## src/pcd_pkg.sv

```systemverilog
// Constants shared by the clock divider block and its divider lanes.
// Assumes a single core clock; every divider input is sampled on it.
package pcd_pkg;

    // ==========================================================
    // Register map
    localparam int         ADDR_W          = 8;
    localparam int         DATA_W          = 8;
    localparam logic [7:0] OFS_SECOND_REF  = 8'h11;
    localparam logic [7:0] OFS_FIRST_REF   = 8'h12;
    localparam logic [7:0] OFS_FEEDBACK    = 8'h13;
    localparam logic [7:0] OFS_STATUS      = 8'h18;

    // ==========================================================
    // Field layout of a phase register
    localparam int         FIELD_W         = 4;
    localparam int         HIGH_LSB        = 4;
    localparam int         LOW_LSB         = 0;

    // ==========================================================
    // Reset values
    localparam logic [7:0] PHASES_RST      = 8'h00;
    localparam logic [7:0] RDATA_RST       = 8'h00;
    localparam logic       LEVEL_RST       = 1'b1;

    // ==========================================================
    // Lane numbering
    localparam int         NUM_DIV         = 3;
    localparam int         LANE_FIRST_REF  = 0;
    localparam int         LANE_SECOND_REF = 1;
    localparam int         LANE_FEEDBACK   = 2;

    // Register index type: lane number plus a hit flag
    typedef struct packed {
        logic       hit;
        logic [1:0] lane;
    } pcd_sel_t;

endpackage : pcd_pkg

```

## src/pcd_div_if.sv

```systemverilog
// Carrier between the register file and one divider lane.
// Assumes both ends share the core clock.
interface pcd_div_if;

    // ==========================================================
    // Lane signals
    logic [3:0] high_len;   // High phase length minus one
    logic [3:0] low_len;    // Low phase length minus one
    logic       tick;       // One input clock rising edge seen
    logic       level;      // Divider output level

    // Register side
    modport ctrl (
        output high_len,
        output low_len,
        output tick,
        input  level
    );

    // Divider side
    modport lane (
        input  high_len,
        input  low_len,
        input  tick,
        output level
    );

endinterface : pcd_div_if

```

## src/pcd_divider.sv

```systemverilog
// One programmable divider lane: counts input edges per phase.
// Assumes tick is a one-cycle pulse per rising input edge.
module pcd_divider (
    // Clock and reset
    input  wire logic clk_in,
    input  wire logic rst_in,
    // Lane carrier
    pcd_div_if.lane   div
);

    logic [3:0] cnt_r;
    logic [3:0] cnt_nxt;
    logic       level_r;
    logic       level_nxt;
    logic [3:0] limit;

    // ==========================================================
    // Phase counting
    // Limit of the phase now running
    always_comb begin
        limit     = level_r ? div.high_len : div.low_len;
        cnt_nxt   = cnt_r;
        level_nxt = level_r;
        if (div.tick) begin
            if (cnt_r >= limit) begin
                cnt_nxt   = 4'h0;
                level_nxt = ~level_r;
            end else begin
                cnt_nxt   = cnt_r + 4'h1;
            end
        end
    end

    // Counter and level registers
    always_ff @(posedge clk_in or posedge rst_in) begin
        if (rst_in) begin
            cnt_r   <= 4'h0;
            level_r <= pcd_pkg::LEVEL_RST;
        end else begin
            cnt_r   <= cnt_nxt;
            level_r <= level_nxt;
        end
    end

    assign div.level = level_r;

endmodule : pcd_divider

```

## src/pcd_top.sv

```systemverilog
// Three programmable clock dividers with their phase registers.
// Assumes divider inputs are synchronous to CORE_CLK_IN and slower
// than half its rate; registers are reached over a plain port.
//
// Design decision made here: strobed register access.
module pcd_top (
    // Clock and reset
    input  wire logic       CORE_CLK_IN,
    input  wire logic       RST_IN,
    // Register port
    input  wire logic [7:0] ADDR_IN,
    input  wire logic [7:0] WDATA_IN,
    input  wire logic       WR_IN,
    input  wire logic       RD_IN,
    output logic      [7:0] RDATA_OUT,
    // Divider inputs and outputs
    input  wire logic [2:0] DIV_CLK_IN,
    output logic      [2:0] DIV_OUT
);

    // ==========================================================
    // Address decode
    function automatic pcd_pkg::pcd_sel_t decode(input logic [7:0] addr);
        pcd_pkg::pcd_sel_t s;
        s = '0;
        case (addr)
            pcd_pkg::OFS_FIRST_REF: begin
                s.hit  = 1'b1;
                s.lane = 2'(pcd_pkg::LANE_FIRST_REF);
            end
            pcd_pkg::OFS_SECOND_REF: begin
                s.hit  = 1'b1;
                s.lane = 2'(pcd_pkg::LANE_SECOND_REF);
            end
            pcd_pkg::OFS_FEEDBACK: begin
                s.hit  = 1'b1;
                s.lane = 2'(pcd_pkg::LANE_FEEDBACK);
            end
            default: begin
                s = '0;
            end
        endcase
        return s;
    endfunction : decode

    logic [7:0]        phases_r   [pcd_pkg::NUM_DIV];
    logic [7:0]        phases_nxt [pcd_pkg::NUM_DIV];
    logic [7:0]        rdata_nxt;
    logic [2:0]        clk_prev_r;
    logic [2:0]        levels;
    pcd_pkg::pcd_sel_t wsel;
    pcd_pkg::pcd_sel_t rsel;

    pcd_div_if lane_if [pcd_pkg::NUM_DIV] ();

    // ==========================================================
    // Register writes
    always_comb begin
        wsel = decode(ADDR_IN);
        for (int i = 0; i < pcd_pkg::NUM_DIV; i++) begin
            phases_nxt[i] = phases_r[i];
            if (WR_IN && wsel.hit && (wsel.lane == 2'(i))) begin
                phases_nxt[i] = WDATA_IN;
            end
        end
    end

    // Read data, valid the cycle after the strobe only
    always_comb begin
        rsel      = decode(ADDR_IN);
        rdata_nxt = 8'h00;
        if (RD_IN) begin
            if (rsel.hit) begin
                rdata_nxt = phases_r[rsel.lane];
            end else if (ADDR_IN == pcd_pkg::OFS_STATUS) begin
                rdata_nxt = {5'h00, levels};
            end
        end
    end

    // Register file and read port
    always_ff @(posedge CORE_CLK_IN or posedge RST_IN) begin
        if (RST_IN) begin
            for (int i = 0; i < pcd_pkg::NUM_DIV; i++) begin
                phases_r[i] <= pcd_pkg::PHASES_RST;
            end
            RDATA_OUT  <= pcd_pkg::RDATA_RST;
            clk_prev_r <= 3'h0;
            DIV_OUT    <= {pcd_pkg::NUM_DIV{pcd_pkg::LEVEL_RST}};
        end else begin
            for (int i = 0; i < pcd_pkg::NUM_DIV; i++) begin
                phases_r[i] <= phases_nxt[i];
            end
            RDATA_OUT  <= rdata_nxt;
            clk_prev_r <= DIV_CLK_IN;
            DIV_OUT    <= levels;
        end
    end

    // ==========================================================
    // Divider lanes
    for (genvar g = 0; g < pcd_pkg::NUM_DIV; g++) begin : g_lane
        // Field split and input edge pulse
        assign lane_if[g].high_len = phases_r[g][pcd_pkg::HIGH_LSB +: pcd_pkg::FIELD_W];
        assign lane_if[g].low_len  = phases_r[g][pcd_pkg::LOW_LSB +: pcd_pkg::FIELD_W];
        assign lane_if[g].tick     = DIV_CLK_IN[g] & ~clk_prev_r[g];
        assign levels[g]           = lane_if[g].level;

        pcd_divider u_div (
            .clk_in (CORE_CLK_IN),
            .rst_in (RST_IN),
            .div    (lane_if[g])
        );
    end

endmodule : pcd_top

```

## config.mk

```make
export PLATFORM = sky130hd
export DESIGN_NAME = pcd_top
export DESIGN_NICKNAME = d
export VERILOG_FILES = /design/src/pcd_pkg.sv /design/src/pcd_div_if.sv /design/src/pcd_divider.sv /design/src/pcd_top.sv
export SDC_FILE = /design/constraint.sdc
export NUM_CORES = 1
export LEC_CHECK = 0
export BUFFER_PORTS_ARGS = -buffer_cell sky130_fd_sc_hd__buf_2
export CAP_MARGIN = 20
export CORE_MARGIN = 1
export CORE_UTILIZATION = 55
export CTS_BUF_LIST = sky130_fd_sc_hd__clkbuf_4
export DETAILED_ROUTE_END_ITERATION = 10
export GPL_TIMING_DRIVEN = 0
export PLACE_DENSITY = 0.76
export SLEW_MARGIN = 20
export SYNTH_ARGS = -nofsm -noshare
export SYNTH_HDL_FRONTEND = slang
export SYNTH_SLANG_ARGS = --single-unit
export TNS_END_PERCENT = 20
```

## constraint.sdc

```tcl
create_clock -name CORE_CLK_IN -period 3.2 [get_ports CORE_CLK_IN]
set_input_delay 0.16 -clock CORE_CLK_IN [delete_from_list [all_inputs] [get_ports CORE_CLK_IN]]
set_output_delay 0.16 -clock CORE_CLK_IN [all_outputs]
set_load 0.02 [all_outputs]
```

==> impl_metrics.ini, run 1 <==
[timing]
period_share = 0.758
fin_crit_ps = 2430
slew_headroom = 0.682
skew_ps = 3.49
max_freq_mhz = 412
final.setup.tns_ps = 0
worst_pin_slew_ps = 477
finalHoldViolations = 0
slew_viol_final = 0
finalSetupViolCount = 0
grt_setup_unrepaired = false

[place]
gp_congestion = 0.698
numPortBuffers = 33
hpwlAfterDp_mm = 3.88

[global_route]
grt_pass1_vias = 1921
antenna_found_initial = 0
grt_usage = 0.225
grt_overflow = 0
grt_max_degree = 33
grt_pass1_wl_mm = 8.96

[synthesis]
ys_warn_count = 0
synth-main-ff-cell = dfrtp_1
synth.yosys.seq_area_share = 0.482
synth.area.top_cells = dfrtp_1 43%, mux2_2 11%, ha_1 6.8%
synth_cells = 230
synthesis.area_sq_mm = 0.00277
yosys.area.top_type_share = 0.425
synth_cell_types = 33
synthArstFlopShare = 1.00
yosys_register_bits = 53
synth_top_area_cell = dfrtp_1
syn_avg_cell_area_sq_um = 12.0
synth_edf_count = 0
syn-num-nets = 268

[detailed_routing]
wl_met3_um = 139
drtIter0Drc = 53
dr_wl_met2_mm = 2.35
wl_per_cell_um = 15.1
num_vias = 1874
ant_nets = 0
met1_length_mm = 2.59
wl_mm = 5.17
drt_pass1_iterations = 4
remaining_drc_errors = 0
top_layer_used = met4
routed_via_density = 5.46

[setup_path]
worst_path_max_delay_cell = dfstp_2
cp_cell_sequence = clkbuf_1 -> mux2_2 -> ha_1 -> nor2b_1 -> o21ai_0 -> a21o_1 -> o21ai_0
path_common_cell = o21ai_0
cp-end-kind = register
worst-path-buf-inv = 1
cp-start-kind = register
cp.arrival_ps = 2700
crit_family = compound AO/OA/AOI/OAI gates
crit_path_max_incr_delay_ps = 560
cp.required_ps = 3480
reg2reg_depth = 7
crit_cells = 7
crit_type = register to register
critPathMaxFanout = 7

[cells_and_area]
fin_nets = 313
register_area_sq_mm = 0.00133
drive_gt1_frac = 0.337
area_delta_synth_final_pct = 15.0
multi_input_area_sq_mm = 0.00136
fillCellCount = 370
diodes = 0

[run]
maxCapViolCount = 0

[floorplanning]
die_h_um = 72.9
start_util = 0.578
placeableCoreArea_sq_mm = 0.00479
top_level_ports = 34
std_cell_rows = 25
dieArea_sq_mm = 0.00532
die_w_um = 72.9

[min_path]
hold_path_class = primary input to register
whs_path_depth = 2

[cts]
htreeDepth = 2
post_cts_buffers = 0
path_clk_slew_ps = 160
insertion_delay_ps = 380
clock_sinks = 53
cts_buffers = 5
cts.path.max_buffers = 2
tritoncts = yes
clockRootBuffer = clkbuf_4

[power]
p_per_area_mw_per_mm2 = 631
power_mw = 2.01
irDropWorstVdd_mv = 0.300
p_leak_nw = 1.51

[run_status]
status = finished, final reports clean
## cells in the final DEF (no fill, tap or decap), types with 2 or more instances in the layout
master	count
buf_4	3
nand2b_1	7
a22oi_1	8
inv_1	4
clkbuf_4	5
a21o_1	6
nand3_4	2
nor2b_1	6
ha_1	15
mux2i_1	9
nor2_1	12
nor3_1	3
buf_12	2
mux2_4	9
mux2_2	26
dfstp_2	6
clkbuf_1	4
bufinv_16	2
o21ai_0	11
a21oi_1	6
buf_2	33
nand3b_1	4
dfrtp_1	47
a32o_1	3
a221oi_1	3
nand2_1	18
a2bb2oi_1	3
dlygate4sd3_1	4
nand3_1	5
## cell type report
cell class,instances,area share
repair buffers,38,0.0708
inverters,5,0.00590
plain buffers,8,0.0181
clock inverters,3,0.0216
clock buffers,5,0.0118
well taps,67,0.0263
flip-flops and latches,53,0.419
multi-input cells,164,0.426
## layer usage
layer,vias up,global-route usage
li1,930,-
met4,0,0.0806
met2,35,0.351
met1,900,0.318
met5,-,0
met3,9,0.0345
## where the power goes
group	switching [mW]	internal (mW)	leakage [nW]
Combinational	0.342	0.280	0.760
Clock	0.221	0.246	0.0558
Sequential	0.103	0.816	0.695
Total	0.666	1.34	1.51
## cells in the mapped netlist (4+ instances only)
| master | number |
|---|---|
| a21o_1 | 6 |
| a21oi_1 | 6 |
| a22oi_1 | 8 |
| clkbuf_1 | 4 |
| dfrtp_1 | 47 |
| dfstp_2 | 6 |
| ha_1 | 15 |
| inv_1 | 5 |
| mux2_2 | 26 |
| mux2_4 | 9 |
| mux2i_1 | 9 |
| nand2_1 | 18 |
| nand2b_1 | 7 |
| nand3_1 | 5 |
| nand3b_1 | 4 |
| nor2_1 | 12 |
| nor2b_1 | 6 |
| o21ai_0 | 11 |
## metrics by stage
stage / instances / utilization / setup slack [ps] / hold WS [ps] / instance area [sq um]
global route: 343 / 0.665 / 593 / 33.6 / 3180
CTS: 343 / 0.665 / 750 / 28.2 / 3180
detailed placement: 331 / 0.634 / 782 / 213 / 3040
floorplan: 230 / - / 1080 / 191 / 2770
global placement: 330 / 0.630 / 822 / 289 / 3020
finish: 343 / 0.665 / 775 / 40.2 / 3180
## sequential cells by signal (all words and copies together) (netlist names)
name / count
g_lane.u_div.cnt_r: 12
lane_if.high_len: 12
lane_if.low_len: 12
RDATA_OUT: 8
DIV_OUT: 3
clk_prev_r: 3
g_lane.u_div.div.level: 3
## final timing paths
path | to | startpoint | slack, ps
setup / recovery | g_lane[2].u_div.cnt_r[0] | g_lane[2].u_div.div.level | 770
hold / removal | lane_if[0].low_len[1] | WDATA_IN[1] | 40
setup reg to reg | g_lane[2].u_div.cnt_r[0] | g_lane[2].u_div.div.level | 770
hold reg to reg | DIV_OUT[0] | g_lane[0].u_div.div.level | 380
max in group asynchronous | g_lane[1].u_div.div.level | RST_IN | 2280
min in group asynchronous | clk_prev_r[2] | RST_IN | 320
## timing repair
action | CTS | global route
resized for setup | 0 | 0
hold buffers | 4 | 0
endpoints found under the hold margin | 20 | 0
## logic make-up after synthesis
kind of cell	count (synthesis)	synth area share
simple gates	64	0.134
flops	53	0.482
compound gates	41	0.101
mux	44	0.187
buf+inv	13	0.0276
fa+ha+maj	15	0.0678
Note: power is estimated with default switching activity, not from simulation.
==> run 2, diff against run 1 <==
Settings changed: ABC_AREA set to 1.
Clock period 3.2 ns to 2.5 ns, I/O delays scaled along.
==> run 2 against run 1 <==
  * Routed wire length rose by 20%
  * Clock-buffer cell count rose by 3
  * Clock skew rose by 8.0 ps
  * Critical endpoint is now g_lane[1].u_div.cnt_r[2]
  * Critical path type unchanged
==> impl_metrics.ini, run 2 <==
[run_status]
status = finished, final reports clean

[setup_path]
crit_type = register to register
worst_path_max_delay_cell = dfstp_2
cp-end-kind = register
cp_cell_sequence = clkbuf_1 -> o21ai_0 -> ha_1 -> inv_1 -> o21bai_1 -> nand3_1 -> nand3_1 -> nand2_1 -> inv_1 -> nor2_1
timing.rr.start = g_lane[1].u_div.div.level
cp.required_ps = 2760
crit_family = flip-flops
critPathMaxFanout = 10
worst-path-buf-inv = 3
crit_path_start = g_lane[1].u_div.div.level
cp.arrival_ps = 2320
cp-start-kind = register
crit_path_max_incr_delay_ps = 590

[detailed_routing]
drt_pass1_iterations = 4
num_vias = 2438
wl_mm = 6.22
ant_nets = 0
remaining_drc_errors = 0
routed_via_density = 5.04
drtIter0Drc = 143
wl_per_cell_um = 12.8

[power]
irDropWorstVdd_mv = 0.436
switching_share = 0.364
p_leak_nw = 1.83
power_mw = 2.32
p_per_area_mw_per_mm2 = 691
p_int_mw = 1.48
power_frac_seq = 0.491
power_frac_comb = 0.336
p_clk_frac = 0.173
power.net_switching_mw = 0.845

[cts]
htreeDepth = 2
clockRootBuffer = clkbuf_4
cts_buffers = 5
cts.path.max_buffers = 2
insertion_delay_ps = 360
clock_sinks = 53
path_clk_slew_ps = 150
post_cts_buffers = 0
tritoncts = yes

[place]
numPortBuffers = 33
gp_congestion = 0.872
hpwlAfterDp_mm = 4.75
dpl-instance-area_sq_mm = 0.00323

[global_route]
grt_overflow = 0
grt_max_degree = 35
grt_pass1_wl_mm = 10.1
antenna_found_initial = 0
grt_pass1_vias = 2134
grt_usage = 0.241

[timing]
worst_pin_slew_ps = 448
skew_ps = 11.4
finalSetupViolCount = 0
final.setup.tns_ps = 0
slew_headroom = 0.701
period_share = 0.824
max_freq_mhz = 486
fin_crit_ps = 2060
grt_setup_unrepaired = false
finalHoldViolations = 0
slew_viol_final = 0

[min_path]
hold_path_class = primary input to register
hp-start = WDATA_IN[2]

[floorplanning]
start_util = 0.575
die_w_um = 75.3
top_level_ports = 34
dieArea_sq_mm = 0.00567
std_cell_rows = 26
placeableCoreArea_sq_mm = 0.00514
die_h_um = 75.3

[synthesis]
synth_cells = 365
synth.yosys.seq_area_share = 0.451
syn-num-nets = 403
synth.area.top_cells = dfrtp_1 40%, nand2_1 15%, ha_1 6.4%
yosys.area.top_type_share = 0.398
synthesis.area_sq_mm = 0.00296
synthArstFlopShare = 1.00
synth-main-ff-cell = dfrtp_1
synth_edf_count = 0
yosysMostFrequentCell = nand2_1
yosys-top-cells-count = 119 x nand2_1, 47 x dfrtp_1, 44 x inv_1
syn_avg_cell_area_sq_um = 8.10
yosys_register_bits = 53
synth_top_area_cell = dfrtp_1
ys_warn_count = 0
synth_cell_types = 25

[cells_and_area]
fillCellCount = 490
diodes = 0
fin_area_sq_mm = 0.00336
area_delta_synth_final_pct = 13.6
layout_commonest_cell = nand2_1
layout_common_cells = 119 x nand2_1, 47 x dfrtp_1, 43 x inv_1, 33 x buf_2, 29 x nor2_1
fin_nets = 451
drive_gt1_frac = 0.179

[run]
maxCapViolCount = 0
[run 2: worst reg2reg max path: cells and delay by family, from the launching register on]
kind | cells | cell delay (ps)
buf+inv | 3 | 440
compound gates | 2 | 280
flops | 1 | 590
fa+ha+maj | 1 | 310
simple gates | 4 | 360
[run 2: metal layers]
metal  up-vias  track usage  part of all wire
met2        53        0.369              0.46
met5         -            0                 0
met4         0       0.0720             0.016
li1       1255            -                 -
met1      1121        0.351              0.48
met3         9       0.0450             0.044
[run 2: metrics by stage]
stage	worst slack [ps]	utilization	std cells	hold WS [ps]
global route	242	0.653	484	0.411
floorplan	746	-	365	156
detailed placement	487	0.628	469	171
finish	441	0.653	484	9.89
global placement	470	0.624	468	247
CTS	452	0.648	481	0.985
[run 2: kinds of logic after synthesis]
kind of cell | count (synthesis) | share of synthesized area
AND/OR/NAND/NOR | 196 | 0.307
buffers and inverters | 51 | 0.0749
multiplexers | 1 | 0.00339
adder cells (fa/ha/maj) | 15 | 0.0635
flip-flops | 53 | 0.451
AO/OA/AOI/OAI | 43 | 0.0817
XOR/XNOR | 6 | 0.0178
[run 2: cell type report]
class                      count  area, sq um  share of cell area
sequential                    53         1330               0.397
inverter                      45          169              0.0503
multi-input combinational    261         1400               0.417
clock buffer                   8         60.1              0.0179
timing repair buffer          41          255              0.0760
buffer                         6         52.6              0.0156
tap                           70         87.6              0.0261
[run 2: what timing repair did]
action | 4_1_cts | 5_1_grt
hold endpoints to repair | 20 | 4
hold buffers | 4 | 3
gates resized for setup | 0 | 0
[run 2: path summary, 6_finish.rpt]
check	end	slack, ps	depth (start not counted)
worst max-delay path	g_lane[1].u_div.cnt_r[2]	440	10
worst min-delay path	lane_if[2].low_len[2]	10	3
worst max register to register	g_lane[1].u_div.cnt_r[2]	440	10
worst min register to register	DIV_OUT[2]	400	0
max in group asynchronous	g_lane[2].u_div.div.level	1570	4
min in group asynchronous	g_lane[1].u_div.cnt_r[0]	320	3
[run 2: power groups by stage]
stage | Clock (mW) | Sequential [mW] | Combinational (mW)
global placement | 0 | 1.15 | 0.732
global route | 0.441 | 1.16 | 0.915
CTS | 0.408 | 1.14 | 0.784
finish | 0.401 | 1.14 | 0.780
floorplan | 0 | 1.15 | 0.558
detailed placement | 0 | 1.16 | 0.772
==> run 3, diff against run 2 <==
Clock period 2.5 ns to 2.07 ns, I/O delays scaled along.
==> run 3 against run 2 <==
  * Global-route usage is 0.45 points higher
  * Worst setup slack worse by 270 ps
  * Flip-flop and latch count stayed put
  * Clock power is 20% higher
  * Core utilization is 0.83 points higher
  * Final cell count is 0.62% higher
  * Routed wire length is 0.58% higher
  * Via count is 1.2% higher
  * Die area stayed put
  * Total power is 21% higher
  * Sequential share of layout area is 0.50 points lower
  * Critical endpoint is now g_lane[2].u_div.cnt_r[2]
  * Highest routed layer unchanged
==> impl_metrics.ini, run 3 (synthesis gave the netlist of run 2 again) <==
[global_route]
grt_pass1_wl_mm = 10.2
antenna_found_initial = 0
grt_usage = 0.246
grt_pass1_vias = 2179
grt_max_degree = 35
grt_overflow = 0

[cells_and_area]
layout_common_cells = 119 x nand2_1, 47 x dfrtp_1, 43 x inv_1, 33 x buf_2, 29 x nor2_1
layout_commonest_cell = nand2_1
layout.cells.non_filler = 487
drive_gt1_frac = 0.182
diodes = 0
fin_nets = 454
area_delta_synth_final_pct = 15.1

[cts]
clockRootBuffer = clkbuf_4
htreeDepth = 2
cts.path.max_buffers = 2
insertion_delay_ps = 360
clock_sinks = 53
path_clk_slew_ps = 140
tritoncts = yes
cts_buffers = 5

[power]
p_clk_frac = 0.170
irDropWorstVdd_mv = 0.538
power.net_switching_mw = 1.02
power_mw = 2.82
power_frac_seq = 0.496
p_leak_nw = 1.85
p_int_mw = 1.79
p_per_area_mw_per_mm2 = 829
switching_share = 0.363
power_frac_comb = 0.333

[floorplanning]
std_cell_rows = 26
start_util = 0.575
die_w_um = 75.3
die_h_um = 75.3
dieArea_sq_mm = 0.00567
top_level_ports = 34
placeableCoreArea_sq_mm = 0.00514

[detailed_routing]
drtIter0Drc = 182
drt_pass1_iterations = 4
ant_nets = 0
wl_per_cell_um = 12.8
routed_via_density = 5.07
wl_mm = 6.26
num_vias = 2468
remaining_drc_errors = 0

[min_path]
whs_path_depth = 3
hold_path_class = primary input to register
hp-start = WDATA_IN[6]

[place]
gp_congestion = 0.872
hpwlAfterDp_mm = 4.75
numPortBuffers = 33
dp_cells = 469

[setup_path]
cp-start-kind = register
cp.required_ps = 2330
critPathMaxFanout = 10
crit_path_max_incr_delay_ps = 580
timing.rr.start = g_lane[2].u_div.div.level
crit_type = register to register
cp-end-kind = register
cp_cell_sequence = clkbuf_2 -> o21ai_0 -> ha_1 -> inv_1 -> o21bai_1 -> nand3_1 -> nand3_1 -> nand2_1 -> inv_1 -> nor2_1
reg2reg_depth = 10
worst_path_max_delay_cell = dfstp_2
cp.arrival_ps = 2160
crit_path_start = g_lane[2].u_div.div.level

[timing]
skew_ps = 9.54
slew_headroom = 0.702
grt_setup_unrepaired = false
max_freq_mhz = 527
period_share = 0.918
final.setup.tns_ps = 0
finalSetupViolCount = 0
worst_pin_slew_ps = 447
slew_viol_final = 0
fin_crit_ps = 1900
finalHoldViolations = 0

[run_status]
status = finished, final reports clean

[run]
maxCapViolCount = 0
-- run 3: cell types whose count changed in the layout (fill, tap and decap cells not counted) --
cell           before  now
nand3_2             1    2
nand3_1            21   20
clkbuf_1            2    0
clkbuf_2            0    1
dlygate4sd3_1       7   11
-- run 3: power groups by stage --
stage	clock network (mW)	registers [mW]	logic (mW)
3_5_place_dp	0	1.40	0.932
2_1_floorplan	0	1.39	0.674
5_1_grt	0.533	1.43	1.10
4_1_cts	0.493	1.38	0.957
3_3_place_gp	0	1.39	0.883
6_report	0.481	1.40	0.940
-- run 3: cell type report --
class                   count  area (sq um)
plain buffers               5          50.0
clock buffers               8          60.1
fillers                   488          1740
inverters                  45           169
multi-input cells         261          1410
flip-flops and latches     53          1330
well taps                  70          87.6
repair buffers             45           295
-- run 3: repair_timing --
item	4_1_cts	5_1_grt
setup buffers	0	0
setup endpoints to repair	0	12
gates resized for setup	0	3
hold buffers	11	0
hold endpoints to repair	35	0
-- run 3: routing by layer --
metal	up-vias	routed length, um	global-route usage
met1	1139	2960	0.355
met4	0	104	0.0720
met3	10	267	0.0450
li1	1263	-	-
met5	-	0	0
met2	56	2920	0.380
-- run 3: per-stage QoR --
stage	instance area, sq um	setup slack [ps]	hold WS [ps]	util
after floorplan	2960	316	135	-
after global placement	3210	61.5	225	0.624
after detailed placement	3230	57.4	150	0.628
after CTS	3400	21.7	2.25	0.661
after global routing	3400	13.4	7.87	0.662
final	3400	171	8.35	0.662
-- run 3: worst paths after layout --
check | endpoint | slack, ps
max | g_lane[2].u_div.cnt_r[2] | 170
min | lane_if[1].high_len[2] | 8
max reg2reg | g_lane[2].u_div.cnt_r[2] | 170
min reg2reg | DIV_OUT[2] | 400
max in group asynchronous | DIV_OUT[2] | 1170
min in group asynchronous | g_lane[1].u_div.cnt_r[0] | 300
-- run 3: worst max-delay path: cells and delay by family, from the launching register on --
kind            cells  cell delay [ps]
simple gates        4              350
flops               1              580
compound gates      2              240
fa+ha+maj           1              310
buf+inv             3              330
